**config.mk**
```make
export PLATFORM = sky130hd
export DESIGN_NAME = dsie_top
export DESIGN_NICKNAME = d
export VERILOG_FILES = /design/src/hw/dsie_pkg.sv /design/src/hw/dsie_top.sv
export SDC_FILE = /design/constraint.sdc
export NUM_CORES = 1
export LEC_CHECK = 0
export BUFFER_PORTS_ARGS = -buffer_cell sky130_fd_sc_hd__buf_2
export CAP_MARGIN = 5
export CORE_ASPECT_RATIO = 0.7
export CORE_MARGIN = 2
export CORE_UTILIZATION = 50
export CTS_CLUSTER_SIZE = 20
export DETAILED_ROUTE_END_ITERATION = 12
export PLACE_DENSITY = 0.76
export SLEW_MARGIN = 10
export SYNTH_ARGS = -nofsm -noshare
export SYNTH_HDL_FRONTEND = slang
export SYNTH_SLANG_ARGS = --single-unit
```
**constraint.sdc**
```tcl
create_clock -name i_ref_clk -period 2.7 [get_ports i_ref_clk]
set_clock_uncertainty 0.15 [all_clocks]
set_input_delay 0.405 -clock i_ref_clk [delete_from_list [all_inputs] [get_ports i_ref_clk]]
set_output_delay 0.405 -clock i_ref_clk [all_outputs]
set_load 0.01 [all_outputs]
```
**src/hw/dsie_pkg.sv**
```systemverilog
// Package for the drive start input evaluation block: timing and widths.
// Assumes a 20 MHz reference clock.
package dsie_pkg;
  localparam int unsigned CLK_HZ         = 20000000;
  localparam int unsigned SCAN_PERIOD_US = 1000;
  localparam int unsigned SCAN_CYCLES    = (CLK_HZ / 1000000) * SCAN_PERIOD_US;
  localparam int unsigned ADC_BITS       = 10;
  localparam int unsigned DIN_LIMIT_HZ   = 500;
  localparam int unsigned RELEASE_LEAD_MS = 2;
  localparam logic        AUTOSTART_OFF  = 1'b0;
  localparam logic        AUTOSTART_ON   = 1'b1;
  typedef enum logic [1:0] {
    DSIE_IDLE    = 2'b00,
    DSIE_RUN     = 2'b01,
    DSIE_FAULT   = 2'b10
  } dsie_state_t;
endpackage

```
**src/hw/dsie_top.sv**
```systemverilog
// Drive start input evaluation: scans control terminals every 1 ms and
// decides when the drive runs. Assumes terminal inputs synchronous to i_ref_clk.
//
// Contract
// - Analog setpoint 10-bit value and digital output refresh once per 1 ms scan.
// - Hardware release input sampled once per 1 ms scan, sampled value used.
// - Digital inputs limited to 500 Hz; scan resolves no faster changes.
// - Edge mode starts the drive only on start low-to-high transition.
// - Edge mode: start high after power-on needs low then high first.
// - Level mode starts whenever start is high, also right after power-on.
// - Autostart parameter off selects edge mode, on selects level mode.
// - Autostart restarts drive after power-on and after error reset.
// - Release low keeps output stage locked, motor cannot start.
`timescale 1ns/100ps
module dsie_top #(
  parameter int unsigned SCAN_CYCLES = dsie_pkg::SCAN_CYCLES,
  parameter int unsigned ADC_BITS    = dsie_pkg::ADC_BITS
) (
  input  wire logic                i_ref_clk,
  input  wire logic                i_resetn,
  input  wire logic                i_hardware_release_input,
  input  wire logic                i_start,
  input  wire logic                i_digital_input_zero,
  input  wire logic                i_digital_input_one,
  input  wire logic [ADC_BITS-1:0] i_analog_setpoint_input,
  input  wire logic                i_autostart,
  input  wire logic                i_error,
  input  wire logic                i_error_reset,
  input  wire logic                i_error_restart_allowed,
  input  wire logic                i_stop,
  input  wire logic                i_digital_output_zero,
  output logic                     o_drive_run,
  output logic                     o_stage_enable,
  output logic                     o_scan_tick,
  output logic [ADC_BITS-1:0]      o_analog_setpoint,
  output logic                     o_digital_input_zero,
  output logic                     o_digital_input_one,
  output logic                     o_digital_output_zero,
  output logic                     o_fault
);

  localparam int unsigned CW = $clog2(SCAN_CYCLES);

  // Reset release through two flip-flops
  logic rst_meta_r;
  logic rst_n_r;
  always_ff @(posedge i_ref_clk or negedge i_resetn) begin
    if (!i_resetn) begin
      rst_meta_r <= 1'b0;
      rst_n_r    <= 1'b0;
    end else begin
      rst_meta_r <= 1'b1;
      rst_n_r    <= rst_meta_r;
    end
  end

  // Scan divider: one-cycle tick every SCAN_CYCLES clocks
  logic [CW-1:0] div_r;
  logic [CW-1:0] div_nxt;
  logic          tick_nxt;
  logic          tick_r;
  always_comb begin
    tick_nxt = (div_r == CW'(SCAN_CYCLES - 1));
    div_nxt  = tick_nxt ? '0 : div_r + 1'b1;
  end

  always_ff @(posedge i_ref_clk or negedge rst_n_r) begin
    if (!rst_n_r) begin
      div_r  <= '0;
      tick_r <= 1'b0;
    end else begin
      div_r  <= div_nxt;
      tick_r <= tick_nxt;
    end
  end

  // Sampled terminals and run state
  logic                  rel_r;
  logic                  rel_nxt;
  logic                  start_r;
  logic                  start_nxt;
  logic                  edge_r;
  logic                  edge_nxt;
  logic                  din0_r;
  logic                  din0_nxt;
  logic                  din1_r;
  logic                  din1_nxt;
  logic [ADC_BITS-1:0]   ana_r;
  logic [ADC_BITS-1:0]   ana_nxt;
  logic                  dout_r;
  logic                  dout_nxt;
  logic                  run_r;
  logic                  run_nxt;
  logic                  fault_r;
  logic                  fault_nxt;
  dsie_pkg::dsie_state_t st_r;
  dsie_pkg::dsie_state_t st_nxt;

  always_comb begin
    rel_nxt        = rel_r;
    start_nxt      = start_r;
    edge_nxt       = 1'b0;
    din0_nxt       = din0_r;
    din1_nxt       = din1_r;
    ana_nxt        = ana_r;
    dout_nxt       = dout_r;
    if (tick_nxt) begin
      rel_nxt        = i_hardware_release_input;
      edge_nxt       = i_start && !start_r;
      start_nxt      = i_start;
      din0_nxt       = i_digital_input_zero;
      din1_nxt       = i_digital_input_one;
      ana_nxt        = i_analog_setpoint_input;
      dout_nxt       = i_digital_output_zero;
    end
  end

  // Run state: start evaluation, release lock and fault handling
  always_comb begin
    st_nxt = st_r;
    unique case (st_r)
      dsie_pkg::DSIE_IDLE: begin
        if (i_error) begin
          st_nxt = dsie_pkg::DSIE_FAULT;
        end else if (rel_r) begin
          if (i_autostart == dsie_pkg::AUTOSTART_ON) begin
            if (start_r) begin
              st_nxt = dsie_pkg::DSIE_RUN;
            end
          end else if (edge_r) begin
            st_nxt = dsie_pkg::DSIE_RUN;
          end
        end
      end
      dsie_pkg::DSIE_RUN: begin
        if (i_error) begin
          st_nxt = dsie_pkg::DSIE_FAULT;
        end else if (!rel_r || i_stop) begin
          st_nxt = dsie_pkg::DSIE_IDLE;
        end else if (i_autostart == dsie_pkg::AUTOSTART_ON && !start_r) begin
          st_nxt = dsie_pkg::DSIE_IDLE;
        end
      end
      dsie_pkg::DSIE_FAULT: begin
        // Error reset: autostart may go straight back to run
        if (i_error_reset && !i_error) begin
          if (i_autostart == dsie_pkg::AUTOSTART_ON
              && i_error_restart_allowed
              && rel_r
              && start_r) begin
            st_nxt = dsie_pkg::DSIE_RUN;
          end else begin
            st_nxt = dsie_pkg::DSIE_IDLE;
          end
        end
      end
      default: st_nxt = dsie_pkg::DSIE_IDLE;
    endcase
  end

  // Run and fault flags follow the next state
  always_comb begin
    run_nxt   = (st_nxt == dsie_pkg::DSIE_RUN) && rel_r;
    fault_nxt = (st_nxt == dsie_pkg::DSIE_FAULT);
  end

  // Terminal samples, refreshed at each scan tick
  always_ff @(posedge i_ref_clk or negedge rst_n_r) begin
    if (!rst_n_r) begin
      rel_r   <= 1'b0;
      start_r <= 1'b1;
      edge_r  <= 1'b0;
      din0_r  <= 1'b0;
      din1_r  <= 1'b0;
      ana_r   <= '0;
      dout_r  <= 1'b0;
    end else begin
      rel_r   <= rel_nxt;
      start_r <= start_nxt;
      edge_r  <= edge_nxt;
      din0_r  <= din0_nxt;
      din1_r  <= din1_nxt;
      ana_r   <= ana_nxt;
      dout_r  <= dout_nxt;
    end
  end

  // Run state register
  always_ff @(posedge i_ref_clk or negedge rst_n_r) begin
    if (!rst_n_r) begin
      st_r <= dsie_pkg::DSIE_IDLE;
    end else begin
      st_r <= st_nxt;
    end
  end

  // Run and fault flag registers
  always_ff @(posedge i_ref_clk or negedge rst_n_r) begin
    if (!rst_n_r) begin
      run_r   <= 1'b0;
      fault_r <= 1'b0;
    end else begin
      run_r   <= run_nxt;
      fault_r <= fault_nxt;
    end
  end

  // Start sample is preset high, so a start already high at power-on
  // is no edge; a low scan must come first.
  // Ports come straight from the registers
  always_comb begin
    o_drive_run           = run_r;
    o_stage_enable        = run_r;
    o_scan_tick           = tick_r;
    o_analog_setpoint     = ana_r;
    o_digital_input_zero  = din0_r;
    o_digital_input_one   = din1_r;
    o_digital_output_zero = dout_r;
    o_fault               = fault_r;
  end

endmodule // dsie_top

```
==> metrics, run 1 <==
CP required 2.71 ns; antenna violations before repair 0; fmax 0.4411 GHz; area growth from synthesis to layout 20.64%; Pwr Total 994.7 uW; number of max-cap violations 0; n_diodes 0; H-tree levels 2; Critical Path Source div_r[5]; arrival time at the worst endpoint 2.28 ns; Post-Syn Area per Cell 12.77 um^2; DRC Markers 0; Core Util, Final 65.19%; placer congestion estimate 0.8637; vias in the first global route 1081; Yosys reg bits 38; Tmin final 2.267 ns; largest net degree at the start of global routing 24; global route overflow 0; Crit Path Max Fanout 23; root buf cell clkbuf_8; unrepaired setup endpoints after global routing no; pre-CTS setup slack 0.4456 ns; post-route ant nets 0; synth unique cells 24; post-synthesis cell count 122; chip width 70.72 um; Initial DRC Count 35; final slew viol count 0; wire length per cell 14.16 um; final WL 2.888 mm; core footprint 2883 um^2; final net count 190; Worst-path clk slew 0.07 ns; Pleak 0.0009669 uW; Yosys warning total 0; IO buf count 38; Seq/Total Area, Yosys 61.12%; Fillers 230; number of buffers created by CTS 5; Slew headroom 60.37%; num rows 16; Tightest Hold Check Type flop to async pin; Pwr per Cell Area 529.3 nW/um^2; Setup CP Type flop to flop; first-pass GRT wire length 4.919 mm; Final period util 83.96%; setup TNS 0 ns; vias per cell 5.152; Overall Global Routing Usage 17.89%; die area 3585 um^2; VDD IR max 344.1 uV; CP endpoint kind flop; CP startpoint kind flop; CTS max path bufs 2; Initial Util 54.04%; share of layout cells above drive strength 1 39.29%; Setup-failing EPs final 0; Pre-antenna DRT Iters 6; Clock Latency Late Sink 0.28 ns; TritonCTS clock tree done; Worst Slack Setup Final 0.4331 ns; via count 1051; worst r2r src div_r[5]; final count of hold timing violations 0; Final HPWL DP 2.134 mm; status finished clean; Least-Margin Pin Slew 0.5944 ns; Cell Area, Synth 1558 um^2; clock sink count 38; Post-CTS Resized 0; syn nets 145; I/O pin total 39; Die Ht 50.70 um
per-stage QoR:
step | area [um^2] | instances | hold slack (ns)
finish | 1879 | 204 | 0.09570
global route | 1879 | 204 | 0.1591
CTS | 1879 | 204 | 0.1093
detailed placement | 1778 | 195 | 0.04287
global placement | 1778 | 195 | 0.03931
floorplan | 1558 | 122 | -0.04059
area by class of cell:
type                       instances  area (um^2)  area share [%]
clock buffer                       7        86.33           4.594
clock inverter                     1        5.005          0.2663
inverter                           5        18.77          0.9987
multi-input combinational         76        556.8           29.63
sequential                        38        952.2           50.67
tap                               36        45.04           2.397
timing repair buffer              41        215.2           11.45
cell usage after synthesis:
| cell type | instances | area [um^2] |
|---|---|---|
| nor4_4 | 1 | 21.27 |
| nand3_1 | 6 | 30.03 |
| or3b_2 | 1 | 8.760 |
| ha_1 | 1 | 12.51 |
| or4_4 | 1 | 11.26 |
| nor2_1 | 10 | 37.54 |
| xnor2_1 | 10 | 87.58 |
| nor3_1 | 5 | 25.02 |
| dfrtp_1 | 37 | 925.9 |
| nor3b_1 | 1 | 7.510 |
| a21oi_1 | 6 | 30.03 |
| conb_1 | 1 | 3.750 |
| buf_4 | 1 | 7.510 |
| and3b_1 | 1 | 8.760 |
| and3_1 | 1 | 6.260 |
| buf_6 | 2 | 22.52 |
| nor2b_1 | 1 | 6.260 |
| mux2_2 | 15 | 168.9 |
| nor4_1 | 3 | 18.77 |
| xor2_1 | 3 | 26.28 |
| nand4_1 | 5 | 31.28 |
| dfstp_2 | 1 | 26.28 |
| inv_1 | 5 | 18.77 |
| nand2_1 | 4 | 15.01 |
flip-flops by register name, indices dropped and copies added, names as in the netlist:
| name | cells |
|---|---|
| div_r | 15 |
| o_digital_input_one | 1 |
| o_drive_run | 1 |
| rel_r | 1 |
| o_digital_input_zero | 1 |
| rst_meta_r | 1 |
| edge_r | 1 |
| start_r | 1 |
| st_r | 2 |
| o_analog_setpoint | 10 |
| o_scan_tick | 1 |
| rst_n_r | 1 |
| o_digital_output_zero | 1 |
| o_fault | 1 |
cells in the final DEF (no fill, tap or decap), types with 2 or more instances in the layout:
cell type	count
a21oi_1	6
buf_2	38
buf_4	2
clkbuf_8	6
dfrtp_1	37
inv_1	5
mux2_2	15
nand2_1	4
nand3_1	6
nand4_1	5
nor2_1	10
nor3_1	5
nor4_1	3
xnor2_1	10
xor2_1	3
power breakdown:
group / leakage (uW) / total (uW) / switching [uW] / internal (uW)
clock: 0.0000482 / 387 / 182 / 206
sequential: 0.000507 / 578 / 5.79 / 573
combinational: 0.000412 / 29.0 / 14.3 / 14.7
layer usage:
| metal | share of wire (%) | track usage (%) | up-vias |
|---|---|---|---|
| met5 | 0 | 0 | - |
| met4 | 0.80 | 4.717 | 0 |
| met3 | 5.0 | 5.622 | 4 |
| met2 | 49 | 29.13 | 32 |
| met1 | 45 | 23.40 | 508 |
| li1 | - | - | 507 |
worst paths after layout:
kind	slack, ns	depth (start not counted)	endpoint
setup / recovery	0.43	4	o_analog_setpoint[6]
hold / removal	0.1	0	o_analog_setpoint[1]
setup reg to reg	0.43	4	o_analog_setpoint[6]
hold reg to reg	0.1	0	o_analog_setpoint[1]
max in group asynchronous	1.55	1	start_r
min in group i_ref_clk	0.20	2	o_digital_input_one
timing repair:
item                                    in CTS  in global routing
hold buffers                                 1                  0
endpoints found under the setup margin       0                  0
endpoints found under the hold margin        2                  0
buffers inserted                             0                  0
worst max-delay path: stages (launching register included):
cell and delay [ns]:
dfrtp_1 0.46, or4_4 0.59, nor4_4 0.25, buf_4 0.31, mux2_2 0.38
logic make-up (layout without fill, tap and decap cells):
logic type      after synthesis  count (layout)  synth area share, %
simple gates                 40              40                14.62
flops                        38              38                61.12
mux                          15              15                10.84
xor+xnor                     13              13                7.309
buf+inv                       8              54                3.133
compound gates                6               6                1.928
fa+ha+maj                     1               1               0.8031
other cells                   1               1               0.2407
Note: power is estimated with default switching activity, not from simulation.
==> run 2, diff against run 1 <==
==> constraint.sdc (replaced) <==
create_clock -name i_ref_clk -period 2.15 [get_ports i_ref_clk]
set_clock_uncertainty 0.15 [all_clocks]
set_input_delay 0.3225 -clock i_ref_clk [delete_from_list [all_inputs] [get_ports i_ref_clk]]
set_output_delay 0.3225 -clock i_ref_clk [all_outputs]
set_load 0.01 [all_outputs]
==> run 2 against run 1 <==
  * Fmax is 11% higher
  * Die area stayed put
  * Non-clock buffer count is 6 higher
  * Cell count is 2.9% higher
==> metrics, run 2 (synthesized netlist as in run 1, its figures left out) <==
pre-CTS setup slack 0.1157 ns (-0.3299 ns); CP Cell Sequence or3b_2 -> nor4_4 -> buf_12 -> mux2_2; post-route ant nets 0 (unchanged); Initial Util 54.04% (unchanged); Pleak 0.001022 uW (+5.7%); WP buf/inv 1 (unchanged); Tightest Hold Check Type flop to async pin; Setup-failing EPs final 0 (unchanged); most frequent cells in the layout buf_2 (38), dfrtp_1 (37), mux2_2 (15); Reg-to-Reg End o_analog_setpoint[3]; Critical Path Source div_r[7]; H-tree levels 2 (unchanged); Setup CP Type flop to flop; final count of hold timing violations 0 (unchanged); fmax 0.4877 GHz (+11%); global route overflow 0 (unchanged); arrival time at the worst endpoint 2.06 ns (-0.22 ns); via count 1066 (+1.4%); Pre-antenna DRT Iters 4 (-2); Overall Global Routing Usage 17.11% (-0.78 points); IO buf count 38 (unchanged); Die Ht 50.70 um (unchanged); num rows 16 (unchanged); Final period util 95.37% (+11 points); number of buffers created by CTS 5 (unchanged); CP endpoint kind flop; first-pass GRT wire length 4.712 mm (-4.2%); final slew viol count 0 (unchanged); Crit Path Max Fanout 23 (unchanged); CP required 2.16 ns (-0.55 ns); area growth from synthesis to layout 27.63%; vias per cell 5.076 (-1.5%); final net count 196 (+3.2%); number of max-cap violations 0 (unchanged); post-route non-filler standard cell count 210 (+2.9%); Pwr Total 1494 uW (+50%); chip width 70.72 um (unchanged); CTS max path bufs 2 (unchanged); clock sink count 38 (unchanged); Most flops, register div_r; CP startpoint kind flop; R2R cell count 4 (unchanged); Worst-path clk slew 0.07 ns (about the same); vias in the first global route 1076 (-0.46%); root buf cell clkbuf_8; unrepaired setup endpoints after global routing no; VDD IR max 499.7 uV (+45%); number of flip-flops in the largest register 15 (unchanged); placer congestion estimate 0.8359 (-3.2%); wire length per cell 13.12 um (-7.3%); core footprint 2883 um^2 (unchanged); final WL 2.755 mm (-4.6%); Tmin final 2.050 ns (-0.2165 ns); Core Util, Final 68.97% (+3.8 points); CP top delay family simple AND/OR/NAND/NOR gates; Slew headroom 64.88% (+4.5 points); Pwr per Cell Area 751.4 nW/um^2 (+42%); DRC Markers 0 (unchanged); antenna violations before repair 0 (unchanged); setup TNS 0 ns (unchanged); status finished clean; Worst Slack Setup Final 0.09963 ns (-0.3335 ns); commonest non-fill, non-tap cell in the layout buf_2; n_diodes 0 (unchanged); TritonCTS clock tree done; die area 3585 um^2 (unchanged); placed instance count 201 (+3.1%); I/O pin total 39 (unchanged); share of layout cells above drive strength 1 41.95% (+2.7 points); slowest cell on the critical path or3b_2; worst r2r src div_r[7]; Least-Margin Pin Slew 0.5220 ns (-0.07239 ns); Final HPWL DP 2.062 mm (-3.4%); worst reg2reg setup slack 0.1 ns (-0.33 ns); Critical Path Max Stage Delay 0.52 ns (-0.07 ns); Fillers 217 (-5.7%); Clock Latency Late Sink 0.28 ns (about the same); largest net degree at the start of global routing 24 (unchanged); Initial DRC Count 30 (-14%)
[run 2: cell types whose count changed in the layout (fill, tap and decap cells not counted), sizes merged]
cell / delta
clkinv: -1
clkbuf: -1
bufinv: +2
buf: +6
[run 2: worst reg2reg max path: stages, from the launching register on]
cell and delay [ns]:
dfrtp_1 0.38, or3b_2 0.52, nor4_4 0.32, buf_12 0.21, mux2_2 0.36
[run 2: cell type report]
class | count | area [um^2] | share of cell area, %
flip-flops and latches | 38 | 952.2 | 47.89
multi-input cells | 76 | 556.8 | 28.00
repair buffers | 47 | 272.8 | 13.72
clock buffers | 6 | 82.58 | 4.154
clock inverters | 2 | 60.06 | 3.021
well taps | 36 | 45.04 | 2.266
inverters | 5 | 18.77 | 0.9440
[run 2: how the worst max path moves through the flow]
stage / depth (start not counted) / endpoint
2_1_floorplan: 4 / o_analog_setpoint[3]
6_report: 4 / o_analog_setpoint[3]
3_5_place_dp: 4 / o_analog_setpoint[3]
3_3_place_gp: 4 / rel_r
4_1_cts: 4 / o_analog_setpoint[3]
5_1_grt: 4 / o_analog_setpoint[7]
[run 2: power by group]
part	internal (uW)	switching, uW	total (uW)	leakage (uW)
clock	495	235	730	0.0000714
combinational	19.7	22.7	42.4	0.000444
sequential	719	2.71	722	0.000507
[run 2: per-stage QoR]
stage | cell area [um^2] | hold slack (ns)
floorplan | 1558 | -0.1231
detailed placement | 1836 | -0.03969
global placement | 1836 | -0.04302
finish | 1988 | 0.07422
global route | 1988 | 0.1133
CTS | 1988 | 0.08661
[run 2: layer usage]
layer | wire length, um | global-route usage [%] | part of all wire, %
met2 | 1288 | 27.41 | 47
met1 | 1277 | 22.43 | 46
met3 | 151 | 4.819 | 5.5
met5 | 0 | 0 | 0
met4 | 38 | 6.289 | 1.4
[run 2: what timing repair did]
| action | 4_1_cts | 5_1_grt |
|---|---|---|
| setup buffers | 0 | 0 |
| endpoints found under the hold margin | 2 | 0 |
| gates resized for setup | 0 | 0 |
| hold buffers | 1 | 0 |
==> run 3, diff against run 2 <==
--- a/config.mk
+++ b/config.mk
@@ -9,10 +9,10 @@
 export CAP_MARGIN = 5
 export CORE_ASPECT_RATIO = 0.7
 export CORE_MARGIN = 2
-export CORE_UTILIZATION = 50
+export CORE_UTILIZATION = 46
 export CTS_CLUSTER_SIZE = 20
 export DETAILED_ROUTE_END_ITERATION = 12
-export PLACE_DENSITY = 0.76
+export PLACE_DENSITY = 0.73
 export SLEW_MARGIN = 10
 export SYNTH_ARGS = -nofsm -noshare
 export SYNTH_HDL_FRONTEND = slang
==> constraint.sdc (replaced) <==
create_clock -name i_ref_clk -period 1.74 [get_ports i_ref_clk]
set_clock_uncertainty 0.15 [all_clocks]
set_input_delay 0.261 -clock i_ref_clk [delete_from_list [all_inputs] [get_ports i_ref_clk]]
set_output_delay 0.261 -clock i_ref_clk [all_outputs]
set_load 0.01 [all_outputs]
==> run 3 against run 2 <==
  * The flow now finishes with violations (setup timing)
  * Non-clock buffer count up 17
  * Sequential power up 24%
  * Clock-buffer cell count up 1
  * Flip-flop and latch count unchanged
  * Hold slack worse by 0.015 ns
  * Register-to-register slack worse by 0.34 ns
  * Utilization down 2.1 points
  * Clock power down 18%
  * Sequential share of layout area down 3.3 points
  * First-iteration DRC count up 87%
  * Via count up 7.2%
  * Critical path depth unchanged
==> metrics, run 3 (synthesized netlist as in run 1, its figures left out) <==
status complete, but fails checks; failing checks setup timing; placer congestion estimate 0.7496 (-10%); clock sink count 38 (unchanged); DRC Markers 0 (unchanged); Pwr per Cell Area 723.9 nW/um^2 (-3.7%); number of buffers created by CTS 5 (unchanged); area growth from synthesis to layout 36.95%; vias per cell 4.991 (-1.7%); Tmin final 1.976 ns (-0.07405 ns); Fillers 239 (+10%); antenna violations before repair 0 (unchanged); Worst Slack Setup Final -0.2363 ns (-0.3359 ns); design area 2133 um^2 (+7.3%); CP startpoint kind flop; placed inst area 1961 um^2 (+6.8%); Clock Latency Late Sink 0.28 ns (about the same); final WL 3.322 mm (+21%); Tightest Hold Check Type input pin to flop; post-route ant nets 0 (unchanged); Overall Global Routing Usage 17.59% (+0.48 points); Pre-antenna DRT Iters 4 (unchanged); CTS max path bufs 2 (unchanged); Initial DRC Count 56 (+87%); first-pass GRT wire length 4.968 mm (+5.4%); Setup CP Type flop to flop; vias in the first global route 1114 (+3.5%); via count 1143 (+7.2%); I/O pin total 39 (unchanged); die area 3875 um^2 (+8.1%); Pleak 0.001107 uW (+8.3%); chip width 73.56 um (+4.0%); largest net degree at the start of global routing 20 (-17%); number of max-cap violations 0 (unchanged); most frequent cells in the layout buf_2 (38), dfrtp_1 (37), buf_4 (23); TritonCTS clock tree done; number of flip-flops in the largest register 15 (unchanged); CP required 1.76 ns (-0.40 ns); post-route non-filler standard cell count 229 (+9.0%); core footprint 3191 um^2 (+11%); CP endpoint kind flop; Crit Path Max Fanout 16 (-30%); Final period util 113.6% (+18 points); Setup-failing EPs final 20 (+20); commonest non-fill, non-tap cell in the layout buf_2; IO buf count 38 (unchanged); final net count 213 (+8.7%); final count of hold timing violations 0 (unchanged); Worst-path clk slew 0.07 ns (about the same); H-tree levels 2 (unchanged); global route overflow 0 (unchanged); Most flops, register div_r; placed instance count 218 (+8.5%); Initial Util 48.82% (-5.2 points); arrival time at the worst endpoint 1.99 ns (-0.07 ns); Die Ht 52.69 um (+3.9%); unrepaired setup endpoints after global routing yes; final slew viol count 0 (unchanged); fmax 0.5060 GHz (+3.7%); Final HPWL DP 2.499 mm (+21%); share of layout cells above drive strength 1 49.21% (+7.3 points); num rows 17 (+1); n_diodes 0 (unchanged); VDD IR max 664.3 uV (+33%); wire length per cell 14.51 um (+11%); root buf cell clkbuf_8
==> run 3: final timing paths <==
| path | from | endpoint | slack [ns] | depth (start not counted) |
|---|---|---|---|---|
| worst max-delay path | div_r[12] | o_analog_setpoint[6] | -0.24 | 4 |
| worst min-delay path | i_analog_setpoint_input[5] | o_analog_setpoint[5] | 0.06 | 2 |
| worst max register to register | div_r[12] | o_analog_setpoint[6] | -0.24 | 4 |
| worst min register to register | rst_n_r | div_r[6] | 0.07 | 1 |
| max in group asynchronous | rst_n_r | start_r | 1.11 | 1 |
| min in group asynchronous | rst_n_r | div_r[6] | 0.07 | 1 |
==> run 3: report_power, final <==
| group | internal (uW) | total (uW) | switching (uW) |
|---|---|---|---|
| sequential | 889 | 892 | 3.24 |
| clock | 319 | 599 | 280 |
| combinational | 24.5 | 53.5 | 29.0 |
==> run 3: cell type report <==
type                    count  area (um^2)  area share, %
multi-input cells          76        619.3          29.03
flip-flops and latches     38        952.2          44.63
well taps                  38        47.55          2.229
clock inverters             1        5.005         0.2346
inverters                   5        18.77         0.8798
repair buffers             64        404.1          18.94
clock buffers               7        86.33          4.047
==> run 3: worst max-delay path, cell delays in order, from the launching register on <==
cell	delay, ns
dfrtp_1	0.38
or4_4	0.56
nor4_4	0.23
buf_12	0.20
mux2_2	0.35
==> run 3: metrics by stage <==
| step | utilization, % | hold slack [ns] | setup TNS [ns] | worst slack [ns] | total power, uW |
|---|---|---|---|---|---|
| floorplan | - | -0.1846 | -3.634 | -0.2793 | 925.8 |
| global placement | 61.45 | -0.1043 | -2.696 | -0.1782 | 958.1 |
| detailed placement | 61.45 | -0.09585 | -3.932 | -0.2424 | 962.0 |
| CTS | 65.22 | 0.04993 | -3.961 | -0.2436 | 1568 |
| global route | 66.86 | 0.04981 | -4.692 | -0.2808 | 1613 |
| finish | 66.86 | 0.05937 | -3.670 | -0.2363 | 1544 |
==> run 3: routing by layer <==
metal  share of wire [%]  track usage [%]  vias up  routed length [um]
met5                   0                0        -                   0
met3                 4.8            4.615        7                 161
met4                 1.0            5.455        0                  34
met2                  53            29.91       38                1762
met1                  41            22.03      547                1363
li1                    -                -      551                   -
==> run 3: timing repair <==
item / CTS / global route
resized for setup: 2 / 8
hold buffers: 1 / 0
pin swaps: 0 / 5
setup endpoints to repair: 24 / 26
setup buffers: 1 / 3
endpoints found under the hold margin: 2 / 0
